$ cat config.mk
export PLATFORM = sky130hd
export DESIGN_NAME = rsw_top
export DESIGN_NICKNAME = d
export VERILOG_FILES = /design/src/rtl/rsw_pkg.sv /design/src/rtl/rsw_top.sv /design/src/rtl/rsw_xo_gate.sv
export SDC_FILE = /design/constraint.sdc
export NUM_CORES = 1
export LEC_CHECK = 0
export ABC_CLOCK_PERIOD_IN_PS = 13900
export BUFFER_PORTS_ARGS = -buffer_cell sky130_fd_sc_hd__buf_4
export CAP_MARGIN = 20
export CORE_ASPECT_RATIO = 1.4
export CORE_MARGIN = 3
export CORE_UTILIZATION = 65
export CTS_BUF_LIST = sky130_fd_sc_hd__clkbuf_8
export CTS_CLUSTER_DIAMETER = 80
export CTS_CLUSTER_SIZE = 24
export DETAILED_ROUTE_END_ITERATION = 16
export PLACE_DENSITY_LB_ADDON = 0.3
export SLEW_MARGIN = 20
export SYNTH_ARGS = -nofsm -noshare
export SYNTH_HDL_FRONTEND = slang
export SYNTH_HIERARCHICAL = 1
export SYNTH_SLANG_ARGS = --single-unit
export TNS_END_PERCENT = 1
$ cat constraint.sdc
create_clock -name i_clk -period 13.9 [get_ports i_clk]
set_clock_uncertainty 0.1 [all_clocks]
set_input_delay 0.695 -clock i_clk [delete_from_list [all_inputs] [get_ports i_clk]]
set_output_delay 0.695 -clock i_clk [all_outputs]
set_load 0.05 [all_outputs]
$ cat src/rtl/rsw_pkg.sv
// Constants for the receiver state, wake-up timer and front-end config bank.
// Assumes a single 100 MHz clock standing in for the oscillator clock.
// Notes on behaviour
// - Read-only two-bit state: standby, direct receive, poll wait, poll receive.
// - Two-bit turn-on selector, reset 3, gives 0.08 to 0.32 ms settle.
// - Eight-bit listen field sets listen time 0.48 ms plus 0.08 ms steps.
// - Listen time ranges from 0.48 ms to 20.88 ms in 0.08 ms steps.
// - Oscillator clock reaches logic after none, 16, 32 or 64 cycles.
// - Digital clock divides oscillator by 4, 5 or 6; code 3 invalid.
// - Bit 3 selects RF above LO (0, default) or below LO (1).
// - Bits 2:1 disable the PLL at 0, else select one of three bands.
// - Five-bit image rejection trim, reset zero, drives receive path.
// - Part designator reads validly only once oscillator enable is set.
// - Control bits enable oscillator, wake-up timer and direct receive.
// - Status bit 0 flags preamble found during polling receive.
package rsw_pkg;
	localparam logic [7:0] ADDR_STATUS = 8'h13;
	localparam logic [7:0] ADDR_CONTROL = 8'h14;
	localparam logic [7:0] ADDR_STATE = 8'h15;
	localparam logic [7:0] ADDR_SETTLE = 8'h16;
	localparam logic [7:0] ADDR_LISTEN = 8'h17;
	localparam logic [7:0] ADDR_RATIO = 8'h18;
	localparam logic [7:0] ADDR_AFE = 8'h19;
	localparam logic [7:0] ADDR_TRIM = 8'h1A;
	localparam logic [7:0] ADDR_PART = 8'h1E;
	// Control bit positions
	localparam int CTL_OSC = 2;
	localparam int CTL_WUT = 1;
	localparam int CTL_RX = 0;
	// Front-end config field positions
	localparam int AFE_DLY_LSB = 6;
	localparam int AFE_DIV_LSB = 4;
	localparam int AFE_INJ = 3;
	localparam int AFE_LO_LSB = 1;
	localparam int AFE_FRAC = 0;
	// Reset values
	localparam logic [1:0] SETTLE_RST = 2'h3;
	localparam logic [7:0] LISTEN_RST = 8'h00;
	localparam logic [6:0] RATIO_RST = 7'h00;
	localparam logic [7:0] AFE_RST = 8'h93;
	localparam logic [4:0] TRIM_RST = 5'h00;
	// Timing: one step of the timer is 0.08 ms
	localparam int CLK_PERIOD_PS = 10000;
	localparam int STEP_NS = 80000;
	localparam int STEP_CYCLES = (STEP_NS * 1000) / CLK_PERIOD_PS;
	localparam logic [8:0] LISTEN_BASE_STEPS = 9'h006; // 0.48 ms
	localparam logic [7:0] DLY_16 = 8'h10;
	localparam logic [7:0] DLY_32 = 8'h20;
	localparam logic [7:0] DLY_64 = 8'h40;
	// State codes as read back
	localparam logic [1:0] RXS_STANDBY = 2'h0;
	localparam logic [1:0] RXS_DIRECT = 2'h1;
	localparam logic [1:0] RXS_WAIT = 2'h2;
	localparam logic [1:0] RXS_POLL = 2'h3;
	typedef enum logic [3:0] {
		ST_STANDBY = 4'b0001,
		ST_DIRECT = 4'b0010,
		ST_WAIT = 4'b0100,
		ST_POLL = 4'b1000
	} rsw_state_e;
endpackage : rsw_pkg

$ cat src/rtl/rsw_top.sv
// Register bank, self-polling sequencer and front-end settle timer.
// Assumes the serial framing logic presents one-cycle read/write strobes.
`timescale 1ns/1ps
module rsw_top #(
	parameter int STEP_CYC = rsw_pkg::STEP_CYCLES, // Cycles per 0.08 ms
	parameter logic [7:0] PART_CODE = 8'h5A // Arbitrary designator value
) (
	input wire logic i_clk, // 100 MHz clock
	input wire logic i_rst_b, // Async reset, active low
	input wire logic i_wr, // Register write strobe
	input wire logic i_rd, // Register read strobe
	input wire logic [7:0] i_addr, // Register address
	input wire logic [7:0] i_wdata, // Write data
	input wire logic i_preamble_found, // Preamble detector pulse
	output logic [7:0] o_rdata, // Read data, registered
	output logic o_rvalid, // Read data valid pulse
	output logic o_front_end_on, // Receiver front end settled
	output logic o_rx_active, // Receiver powered
	output logic [1:0] o_rx_state, // Receiver state code
	output logic o_osc_enable, // Oscillator enable
	output logic o_dig_ready, // Digital clock applied
	output logic o_dig_tick, // Divided digital clock tick
	output logic o_lo_injection_side, // 1: RF below LO
	output logic [1:0] o_lo_band_divider, // 0 disables the PLL
	output logic o_pll_fractional_select, // PLL mode
	output logic [4:0] o_image_rejection_trim // Image rejection trim
);
	import rsw_pkg::*;

	// Elaboration check: the prescaler and step counter are sixteen bits
	if (STEP_CYC < 1 || STEP_CYC > 65535) begin : g_bad_step
		$error("STEP_CYC out of range");
	end

	typedef struct packed {
		logic [2:0] control;
		logic preamble_found_flag;
		logic [1:0] settle;
		logic [7:0] poll_listen_duration;
		logic [6:0] sleep_to_listen_ratio;
		logic [7:0] afe;
		logic [4:0] trim;
		rsw_state_e state;
		logic [15:0] pre_cnt;
		logic [15:0] step_cnt;
		logic [2:0] settle_cnt;
		logic fe_on;
		logic [7:0] rdata;
		logic rvalid;
	} rsw_top_s;

	rsw_top_s cur_ff;
	rsw_top_s nxt_cur;
	logic step;
	logic [8:0] listen_steps;
	logic [15:0] wait_steps;
	logic [2:0] settle_steps;
	logic rx_on;

	////////////////////////////////////////////////////////////////////////
	// Digital clock gate for the oscillator path
	rsw_xo_gate u_gate (
		.i_clk(i_clk),
		.i_rst_b(i_rst_b),
		.i_osc_en(cur_ff.control[CTL_OSC]),
		.i_delay_code(cur_ff.afe[AFE_DLY_LSB +: 2]),
		.i_div_code(cur_ff.afe[AFE_DIV_LSB +: 2]),
		.o_ready(o_dig_ready),
		.o_dig_tick(o_dig_tick)
	);

	// Address decode shared by read and write paths
	function automatic logic hit(input logic [7:0] a, input logic [7:0] r);
		hit = (a == r);
	endfunction : hit

	////////////////////////////////////////////////////////////////////////
	// Durations in 0.08 ms steps
	always_comb begin
		listen_steps = LISTEN_BASE_STEPS
			+ {1'b0, cur_ff.poll_listen_duration};
		// Wait of (1+ratio) listens gives receive share 1/(2+ratio)
		wait_steps = 16'(({9'h000, cur_ff.sleep_to_listen_ratio} + 16'h0001)
			* {7'h00, listen_steps});
		settle_steps = {1'b0, cur_ff.settle} + 3'h1;
		rx_on = (cur_ff.state == ST_DIRECT) || (cur_ff.state == ST_POLL);
	end

	// Step counter only runs while the digital clock is applied
	assign step = o_dig_ready && (cur_ff.pre_cnt == 16'(STEP_CYC - 1));

	////////////////////////////////////////////////////////////////////////
	// Next-state logic: registers, sequencer, settle timer, read port
	always_comb begin
		nxt_cur = cur_ff;
		nxt_cur.rvalid = 1'b0;
		// Prescaler to one step
		if (!o_dig_ready || step) begin
			nxt_cur.pre_cnt = 16'h0000;
		end else begin
			nxt_cur.pre_cnt = cur_ff.pre_cnt + 16'h0001;
		end
		// Register writes; read-only addresses fall through untouched
		if (i_wr) begin
			if (hit(i_addr, ADDR_CONTROL)) begin
				nxt_cur.control = i_wdata[2:0];
			end
			if (hit(i_addr, ADDR_SETTLE)) begin
				nxt_cur.settle = i_wdata[1:0];
			end
			if (hit(i_addr, ADDR_LISTEN)) begin
				nxt_cur.poll_listen_duration = i_wdata;
			end
			if (hit(i_addr, ADDR_RATIO)) begin
				nxt_cur.sleep_to_listen_ratio = i_wdata[6:0];
			end
			if (hit(i_addr, ADDR_AFE)) begin
				nxt_cur.afe = i_wdata;
			end
			if (hit(i_addr, ADDR_TRIM)) begin
				nxt_cur.trim = i_wdata[4:0];
			end
		end
		// Preamble flag clears on read; a new detection wins over the clear
		if (i_rd && hit(i_addr, ADDR_STATUS)) begin
			nxt_cur.preamble_found_flag = 1'b0;
		end
		if (i_preamble_found && cur_ff.state == ST_POLL) begin
			nxt_cur.preamble_found_flag = 1'b1;
		end
		// Receiver sequencer; direct receive outranks self-polling
		case (cur_ff.state)
			ST_STANDBY: begin
				nxt_cur.step_cnt = 16'h0000;
				if (cur_ff.control[CTL_OSC] && cur_ff.control[CTL_RX]) begin
					nxt_cur.state = ST_DIRECT;
				end else if (cur_ff.control[CTL_OSC] && cur_ff.control[CTL_WUT]) begin
					nxt_cur.state = ST_WAIT;
				end
			end
			ST_DIRECT: begin
				if (!cur_ff.control[CTL_OSC] || !cur_ff.control[CTL_RX]) begin
					nxt_cur.state = ST_STANDBY;
				end
			end
			ST_WAIT: begin
				if (!cur_ff.control[CTL_OSC] || !cur_ff.control[CTL_WUT]
					|| cur_ff.control[CTL_RX]) begin
					nxt_cur.state = ST_STANDBY;
				end else if (step) begin
					if (cur_ff.step_cnt + 16'h0001 >= wait_steps) begin
						nxt_cur.step_cnt = 16'h0000;
						nxt_cur.state = ST_POLL;
					end else begin
						nxt_cur.step_cnt = cur_ff.step_cnt + 16'h0001;
					end
				end
			end
			ST_POLL: begin
				if (!cur_ff.control[CTL_OSC] || !cur_ff.control[CTL_WUT]
					|| cur_ff.control[CTL_RX]) begin
					nxt_cur.state = ST_STANDBY;
				end else if (step) begin
					if (cur_ff.step_cnt + 16'h0001 >= {7'h00, listen_steps}) begin
						nxt_cur.step_cnt = 16'h0000;
						nxt_cur.state = ST_WAIT;
					end else begin
						nxt_cur.step_cnt = cur_ff.step_cnt + 16'h0001;
					end
				end
			end
			default: begin
				nxt_cur.state = ST_STANDBY;
			end
		endcase
		// Front end counts settle steps from each receiver turn-on
		if (!rx_on) begin
			nxt_cur.settle_cnt = 3'h0;
			nxt_cur.fe_on = 1'b0;
		end else if (step && !cur_ff.fe_on) begin
			if (cur_ff.settle_cnt + 3'h1 >= settle_steps) begin
				nxt_cur.fe_on = 1'b1;
			end else begin
				nxt_cur.settle_cnt = cur_ff.settle_cnt + 3'h1;
			end
		end
		// Read port; unmapped and reserved bits return zero
		if (i_rd) begin
			nxt_cur.rvalid = 1'b1;
			case (i_addr)
				ADDR_STATUS: nxt_cur.rdata = {7'h00, cur_ff.preamble_found_flag};
				ADDR_CONTROL: nxt_cur.rdata = {5'h00, cur_ff.control};
				ADDR_STATE: nxt_cur.rdata = {6'h00, o_rx_state};
				ADDR_SETTLE: nxt_cur.rdata = {6'h00, cur_ff.settle};
				ADDR_LISTEN: nxt_cur.rdata = cur_ff.poll_listen_duration;
				ADDR_RATIO: nxt_cur.rdata = {1'b0, cur_ff.sleep_to_listen_ratio};
				ADDR_AFE: nxt_cur.rdata = cur_ff.afe;
				ADDR_TRIM: nxt_cur.rdata = {3'h0, cur_ff.trim};
				// Designator needs the oscillator running
				ADDR_PART: nxt_cur.rdata = cur_ff.control[CTL_OSC] ? PART_CODE
					: 8'h00;
				default: nxt_cur.rdata = 8'h00;
			endcase
		end
	end

	always_ff @(posedge i_clk or negedge i_rst_b) begin
		if (!i_rst_b) begin
			cur_ff.control <= 3'h0;
			cur_ff.preamble_found_flag <= 1'b0;
			cur_ff.settle <= SETTLE_RST;
			cur_ff.poll_listen_duration <= LISTEN_RST;
			cur_ff.sleep_to_listen_ratio <= RATIO_RST;
			cur_ff.afe <= AFE_RST;
			cur_ff.trim <= TRIM_RST;
			cur_ff.state <= ST_STANDBY;
			cur_ff.pre_cnt <= 16'h0000;
			cur_ff.step_cnt <= 16'h0000;
			cur_ff.settle_cnt <= 3'h0;
			cur_ff.fe_on <= 1'b0;
			cur_ff.rdata <= 8'h00;
			cur_ff.rvalid <= 1'b0;
		end else begin
			cur_ff <= nxt_cur;
		end
	end

	////////////////////////////////////////////////////////////////////////
	// Outputs
	always_comb begin
		case (cur_ff.state)
			ST_DIRECT: o_rx_state = RXS_DIRECT;
			ST_WAIT: o_rx_state = RXS_WAIT;
			ST_POLL: o_rx_state = RXS_POLL;
			default: o_rx_state = RXS_STANDBY;
		endcase
	end
	assign o_rdata = cur_ff.rdata;
	assign o_rvalid = cur_ff.rvalid;
	assign o_front_end_on = cur_ff.fe_on;
	assign o_rx_active = rx_on;
	assign o_osc_enable = cur_ff.control[CTL_OSC];
	assign o_lo_injection_side = cur_ff.afe[AFE_INJ];
	assign o_lo_band_divider = cur_ff.afe[AFE_LO_LSB +: 2];
	// Host is trusted to keep this bit at one
	assign o_pll_fractional_select = cur_ff.afe[AFE_FRAC];
	assign o_image_rejection_trim = cur_ff.trim;
endmodule : rsw_top

$ cat src/rtl/rsw_xo_gate.sv
// Start delay and divider for the oscillator-derived digital clock.
// Assumes i_clk is the running oscillator clock; output is a tick enable.
`timescale 1ns/1ps
module rsw_xo_gate (
	input wire logic i_clk, // Oscillator clock
	input wire logic i_rst_b, // Async reset, active low
	input wire logic i_osc_en, // Oscillator enable
	input wire logic [1:0] i_delay_code, // Start delay select
	input wire logic [1:0] i_div_code, // Divider select
	output logic o_ready, // Digital clock is applied
	output logic o_dig_tick // One pulse per divided clock
);
	import rsw_pkg::*;

	typedef struct packed {
		logic [7:0] dly_cnt;
		logic ready;
		logic [2:0] div_cnt;
		logic tick;
	} rsw_gate_s;

	rsw_gate_s cur_ff;
	rsw_gate_s nxt_cur;
	logic [7:0] dly_target;
	logic [2:0] div_last;

	////////////////////////////////////////////////////////////////////////
	// Decode of delay and divide codes
	always_comb begin
		case (i_delay_code)
			2'h0: dly_target = 8'h00;
			2'h1: dly_target = DLY_16;
			2'h2: dly_target = DLY_32;
			default: dly_target = DLY_64;
		endcase
		// Invalid code 3 falls back to divide by 6 rather than run too fast
		case (i_div_code)
			2'h0: div_last = 3'h3;
			2'h1: div_last = 3'h4;
			default: div_last = 3'h5;
		endcase
	end

	////////////////////////////////////////////////////////////////////////
	// Delay counter restarts whenever the oscillator is switched off
	always_comb begin
		nxt_cur = cur_ff;
		nxt_cur.tick = 1'b0;
		if (!i_osc_en) begin
			nxt_cur.dly_cnt = 8'h00;
			nxt_cur.ready = 1'b0;
			nxt_cur.div_cnt = 3'h0;
		end else if (!cur_ff.ready) begin
			if (cur_ff.dly_cnt >= dly_target) begin
				nxt_cur.ready = 1'b1;
			end else begin
				nxt_cur.dly_cnt = cur_ff.dly_cnt + 8'h01;
			end
		end else if (cur_ff.div_cnt >= div_last) begin
			nxt_cur.div_cnt = 3'h0;
			nxt_cur.tick = 1'b1;
		end else begin
			nxt_cur.div_cnt = cur_ff.div_cnt + 3'h1;
		end
	end

	always_ff @(posedge i_clk or negedge i_rst_b) begin
		if (!i_rst_b) begin
			cur_ff <= '0;
		end else begin
			cur_ff <= nxt_cur;
		end
	end

	assign o_ready = cur_ff.ready;
	assign o_dig_tick = cur_ff.tick;
endmodule : rsw_xo_gate

-- After elaboration in Yosys (flattened, before gate mapping)
Cells that the tools add are included.
- flip-flop bits (word level): 96
- input bits: 21
- output and inout bits: 25
- logic and storage cells: 134
- add/sub/neg operators: 8
- $mul: 1
- order comparisons: 5
- equality and inequality tests: 33
- multiplexer cells: 38
- reductions and logical operators: 31
- operators by type and width (cell ; count):
    2-to-1 mux 16 bit ; 7
    == test 8 x 5 -> 1 bit, second input constant ; 9
    one-hot mux 8 bit (9 select lines) ; 1
    2-to-1 mux 4 bit ; 12
    one-hot mux 16 bit (3 select lines) ; 1
    adder 16 x 1 -> 16 bit, second input constant ; 2
    one-hot mux 7 bit (3 select lines) ; 1
    AND reduction 2 bit ; 9
    == test 16 x 13 -> 1 bit, second input constant ; 1
    >= comparator 16 bit ; 1
    >= comparator 16 x 9 -> 1 bit ; 1
    multiplier 8 x 9 -> 16 bit ; 1
    one-hot mux 4 bit (4 select lines) ; 1
    != test 2 bit, second input constant ; 7
    2-to-1 mux 12 bit ; 1
    adder 3 x 8 -> 9 bit, first input constant ; 1
    2-to-1 mux 9 bit ; 1
    != test 3 bit, second input constant ; 3
    adder 7 x 1 -> 8 bit, second input constant ; 1
    adder 8 x 1 -> 8 bit, second input constant ; 1
    >= comparator 8 x 7 -> 1 bit ; 1
    2-to-1 mux 8 bit ; 1
    != test 2 x 1 -> 1 bit, second input constant ; 4
    2-to-1 mux 1 bit ; 7
    other kinds (23) ; 41

-- Longest topological paths before layout
- word-level depth: 7
- gate-level depth with buffers: 29
- depth with buffers taken out: 28

-- Cells and area by module
The synthesis kept the hierarchy.
- by module, submodules not included (module ; times used ; cells each ; area an instance (µm²) ; sequential area each (µm²)):
    rsw_top ; 1 ; 809 ; 7410.9 ; 2085.8
    rsw_xo_gate ; 1 ; 84 ; 824.5 ; 325.3

-- Worst setup path before layout
Ideal clock, no wire load.
- path type: reg2reg
- start point: register cur_ff[70] (netlist bit)
- end point: register cur_ff[26] (netlist bit)
- setup time: 0.073 ns
- data arrival time: 6.361 ns
- data required time: 13.727 ns
- slack: 7.366 ns
- cell stages (with the launch flop): 29
- buffers on the path: 2
- period minus slack after synthesis: 6.534 ns
- cells stage by stage: dfrtp_1 -> clkbuf_1 -> inv_1 -> ha_1 -> nor2_1 -> nand3_1 -> xor2_1 -> nor2_1 -> fa_1 -> fa_1 -> fa_1 -> inv_1 -> fa_1 -> inv_1 -> ha_1 -> nor2_1 -> nor2_1 -> a31o_2 -> a21o_1 -> a21oi_1 -> xor2_1 -> ha_1 -> a21o_1 -> a21o_1 -> a21oi_1 -> nand3_1 -> nor2b_2 -> buf_6 -> a21oi_2
- cells in the longest elaborated chain, start to end: 7
- elaborated cells between the ends (all ways): 11
- classes of those cells: add/sub: 1; mul: 1; order compare: 2; mux: 7
- RTL lines (item ; RTL line ; RTL):
    start: declaration ; rsw_top.sv:52 ; rsw_top_s cur_ff;
    start signal: assignment ; rsw_top.sv:224 ; cur_ff <= nxt_cur;
    adder 3 x 8 -> 9 bit (*) ; rsw_top.sv:81 ; + {1'b0, cur_ff.poll_listen_duration};
    multiplier 8 x 9 -> 16 bit ; rsw_top.sv:84 ; * {7'h00, listen_steps});
    >= comparator 16 bit ; rsw_top.sv:151 ; if (cur_ff.step_cnt + 16'h0001 >= wait_steps) begin
    2-to-1 mux 16 bit ; rsw_top.sv:151 ;
    2-to-1 mux 16 bit ; rsw_top.sv:150 ; end else if (step) begin
    2-to-1 mux 16 bit ; rsw_top.sv:147 ; if (!cur_ff.control[CTL_OSC] || !cur_ff.control[CTL_WUT]
    one-hot mux 16 bit (3 select lines) (*) ; rsw_top.sv:132 ; case (cur_ff.state)
Every way passes the cells marked *; elsewhere a longest branch is shown, timed or not. The select of a mux whose other input is x is not followed.
A chain may end at the register's enable or synchronous reset.

-- Worst setup path after layout
- start point: register cur_ff[70] (netlist bit)
- end point: register cur_ff[17] (netlist bit)
Same word-level chain as after synthesis.

==> flow_summary.toml <==
[die]
io_pins = 46
initial_core_util_pct = 66.6
placementRows = 48
coreArea_mm2 = 0.0124
die_y_um = 139
fp.dieArea_mm2 = 0.0141
die_w_um = 101

[global_route]
grt_usage_pct = 28.0
grt-ovfl-total = 0
grt_pass1_vias = 6597
antenna_found_initial = 0
grt_start_max_net_pins = 76
grt_pass1_wl_mm = 31.5

[logic_synthesis]
syn_nets = 1033
syn_area_mm2 = 0.00824
synth_edf_count = 0
yosysUniqueCellTypes = 69
yosys_warnings = 6
async_reset_ff_share_pct = 100
syn_area_per_cell_um2 = 9.22
synth_flop_cell = "dfrtp_1"
synth_seq_cells = 96
netlist_instances = 893
yosysSeqAreaShare_pct = 29.3

[clock_network]
path_clk_slew_ns = 0.09
cts_setup_buffers = 0
clk_latency_ns = 0.37
numCtsBuffers = 9
holdBufCountCts = 0
clock-sinks = 96
h-tree-depth = 3
cts-root-buf = "clkbuf_8"
clock_path_buffers = 2
cts_resized = 0
cts_tree = "yes"

[cells_and_area]
syn_to_final_growth_pct = 6.47
n_antenna_cell = 0
nets = 1053
drive_gt1_share_pct = 15.6

[setup_path]
cp-end-kind = "flip-flop"
rr_startpoint = "cur_ff[70]"
crit_type = "reg -> reg"
cp.arrival_ns = 7.63
r2r_slack_ns = 6.40
required_ns = 14.02
start_kind = "flip-flop"
rr_endpoint = "cur_ff[17]"
worstPathMaxFanout = 14
reg2regPathDepth = 27

[drt]
drt_pass1_iterations = 7
via_per_inst = 6.15
post_drt_wl_per_cell_um = 17.4
drt_iter0_markers = 305
vias = 6565
wirelength_mm = 18.6
detail-route-antenna-nets = 0
drc = 0

[sta]
min_period_ns = 7.50
finalCritPeriodShare_pct = 54.0
max_freq_ghz = 0.133
final_max_slew_viol_count = 0
slew_headroom_pct = 35.2
final.setup.tns_ns = 0
setup_viol = 0
hold_violations = 0
tightest_slew_ns = 0.972
rsz0062_at_grt = "false"
fin_ws_ns = 6.40

[placement]
routabilityCongestion = 0.895
place_ws_ns = 6.42
numPortBuffers = 45
dp_hpwl_mm = 14.5

[power_and_ir_drop]
worst_ir_drop_vdd_mv = 0.0711
p_leak_nw = 4.23
powerDensity_mw_per_mm2 = 73.6

[outcome]
outcome = "complete, no violations"

[flow_run]
drv_cap = 0

[min_path]
hp-class = "in -> async"
[cell usage after synthesis (all sizes together), types with 4 or more instances]
cell type	count	share of area (%)
a211o	5	0.53
a21boi	5	0.46
a21o	7	0.64
a21oi	34	2.4
a22o	5	0.53
and3	8	0.61
buf	23	1.9
clkbuf	17	0.79
dfrtp	89	27
dfstp	7	2.2
fa	41	10
ha	78	12
inv	90	4.1
mux2	38	5.2
mux2i	10	1.2
nand2	64	2.9
nand2b	14	1.1
nand3	29	1.8
nand4	15	1.4
nor2	111	5.1
nor2b	14	1.1
nor3	7	0.56
nor4	8	0.79
o211ai	5	0.46
o21a	6	0.55
o21ai	31	2.0
o22ai	9	0.68
o31ai	4	0.36
or2	14	1.1
or3	11	0.84
or4	4	0.41
xnor2	27	2.9
xor2	27	2.9
[worst max path at each step]
stage	startpoint	end	slack [ns]	depth (start not counted)
after CTS	cur_ff[70]	cur_ff[16]	6.39	27
after detailed placement	cur_ff[70]	cur_ff[17]	6.42	27
after global routing	cur_ff[70]	cur_ff[14]	5.76	27
after global placement	cur_ff[70]	cur_ff[13]	6.64	27
after floorplan	cur_ff[70]	cur_ff[26]	7.37	28
final	cur_ff[70]	cur_ff[17]	6.40	27
[cell families (layout without fill, tap and decap cells)]
logic type	Yosys count	after routing	synth area share, %
multiplexers	48	48	6.46
adder cells (fa/ha/maj)	119	119	21.8
AO/OA/AOI/OAI	136	136	11.2
buffers and inverters	130	155	6.84
XOR/XNOR	54	54	5.74
flip-flops	96	96	29.3
AND/OR/NAND/NOR	310	310	18.7
[per-layer routing]
layer  track usage [%]  part of all wire [%]  vias up
li1                  -                     -     3073
met1              35.1                    40     3230
met2              48.2                    52      206
met3              3.57                   4.6       56
met4              11.4                   3.4        0
met5                 0                     0        -
[report_power, final]
group,internal [mW],switching (mW)
Clock,0.0912,0.0932
Sequential,0.289,0.0152
Combinational,0.0553,0.102
Total,0.435,0.210
[final cells by class]
type,instances,area [um2]
sequential,96,2410
multi-input combinational,667,5270
timing repair buffer,49,368
tap,150,188
inverter,90,338
clock buffer,11,151
clock inverter,5,47.5
fill,984,3600
[critical path: stages, from the launching register on]
cell	delay (ns)
dfrtp_1	0.61
inv_1	0.09
ha_1	0.23
nor2_1	0.17
nand3_1	0.11
xor2_1	0.65
nor2_1	0.15
fa_1	0.54
fa_1	0.44
fa_1	0.54
inv_1	0.05
fa_1	0.54
inv_1	0.04
ha_1	0.25
nor3_1	0.14
o211ai_1	0.13
a31o_2	0.27
a21o_1	0.17
a21oi_1	0.22
a21oi_1	0.12
xnor2_1	0.14
ha_1	0.30
nand4_1	0.08
a21oi_1	0.13
o21ai_0	0.12
nand3_1	0.16
nor2b_2	0.68
o21ai_0	0.18
[layout by cell type (no fill, tap or decap), types with 5 or more instances in the layout]
| cell | n |
|---|---|
| fa_1 | 41 |
| o22ai_1 | 9 |
| a21o_1 | 7 |
| and3_1 | 8 |
| a211o_1 | 5 |
| or2_2 | 14 |
| buf_4 | 49 |
| nor2b_1 | 13 |
| inv_1 | 92 |
| or3_1 | 11 |
| mux2i_1 | 10 |
| a21oi_1 | 26 |
| nand3_1 | 29 |
| nand2b_1 | 14 |
| clkbuf_8 | 11 |
| o21a_1 | 6 |
| o21ai_0 | 27 |
| nand4_1 | 13 |
| mux2_2 | 37 |
| dfstp_2 | 7 |
| nor3_1 | 6 |
| a22o_1 | 5 |
| nor2_1 | 111 |
| nor4_1 | 7 |
| nand2_1 | 64 |
| a21oi_2 | 8 |
| xor2_1 | 27 |
| xnor2_1 | 27 |
| o211ai_1 | 5 |
| dfrtp_1 | 89 |
| ha_1 | 78 |
[sequential cells by signal, indices dropped and copies added, names as in the netlist, 2 cells and up]
register	flops
o_lo_band_divider	2
cur_ff	63
o_rdata	8
u_gate/cur_ff	11
o_image_rejection_trim	5
[per-stage QoR]
step	cells	area (um2)	hold slack, ns	utilization [%]	power [mW]
2_1_floorplan	893	8240	0.299	-	0.413
3_3_place_gp	1052	8570	0.381	69.3	0.460
3_5_place_dp	1052	8570	0.396	69.3	0.465
4_1_cts	1068	8770	0.0863	70.9	0.647
5_1_grt	1068	8770	0.105	70.9	0.678
6_report	1068	8770	0.0983	70.9	0.645
(Power assumes the default switching activity.)
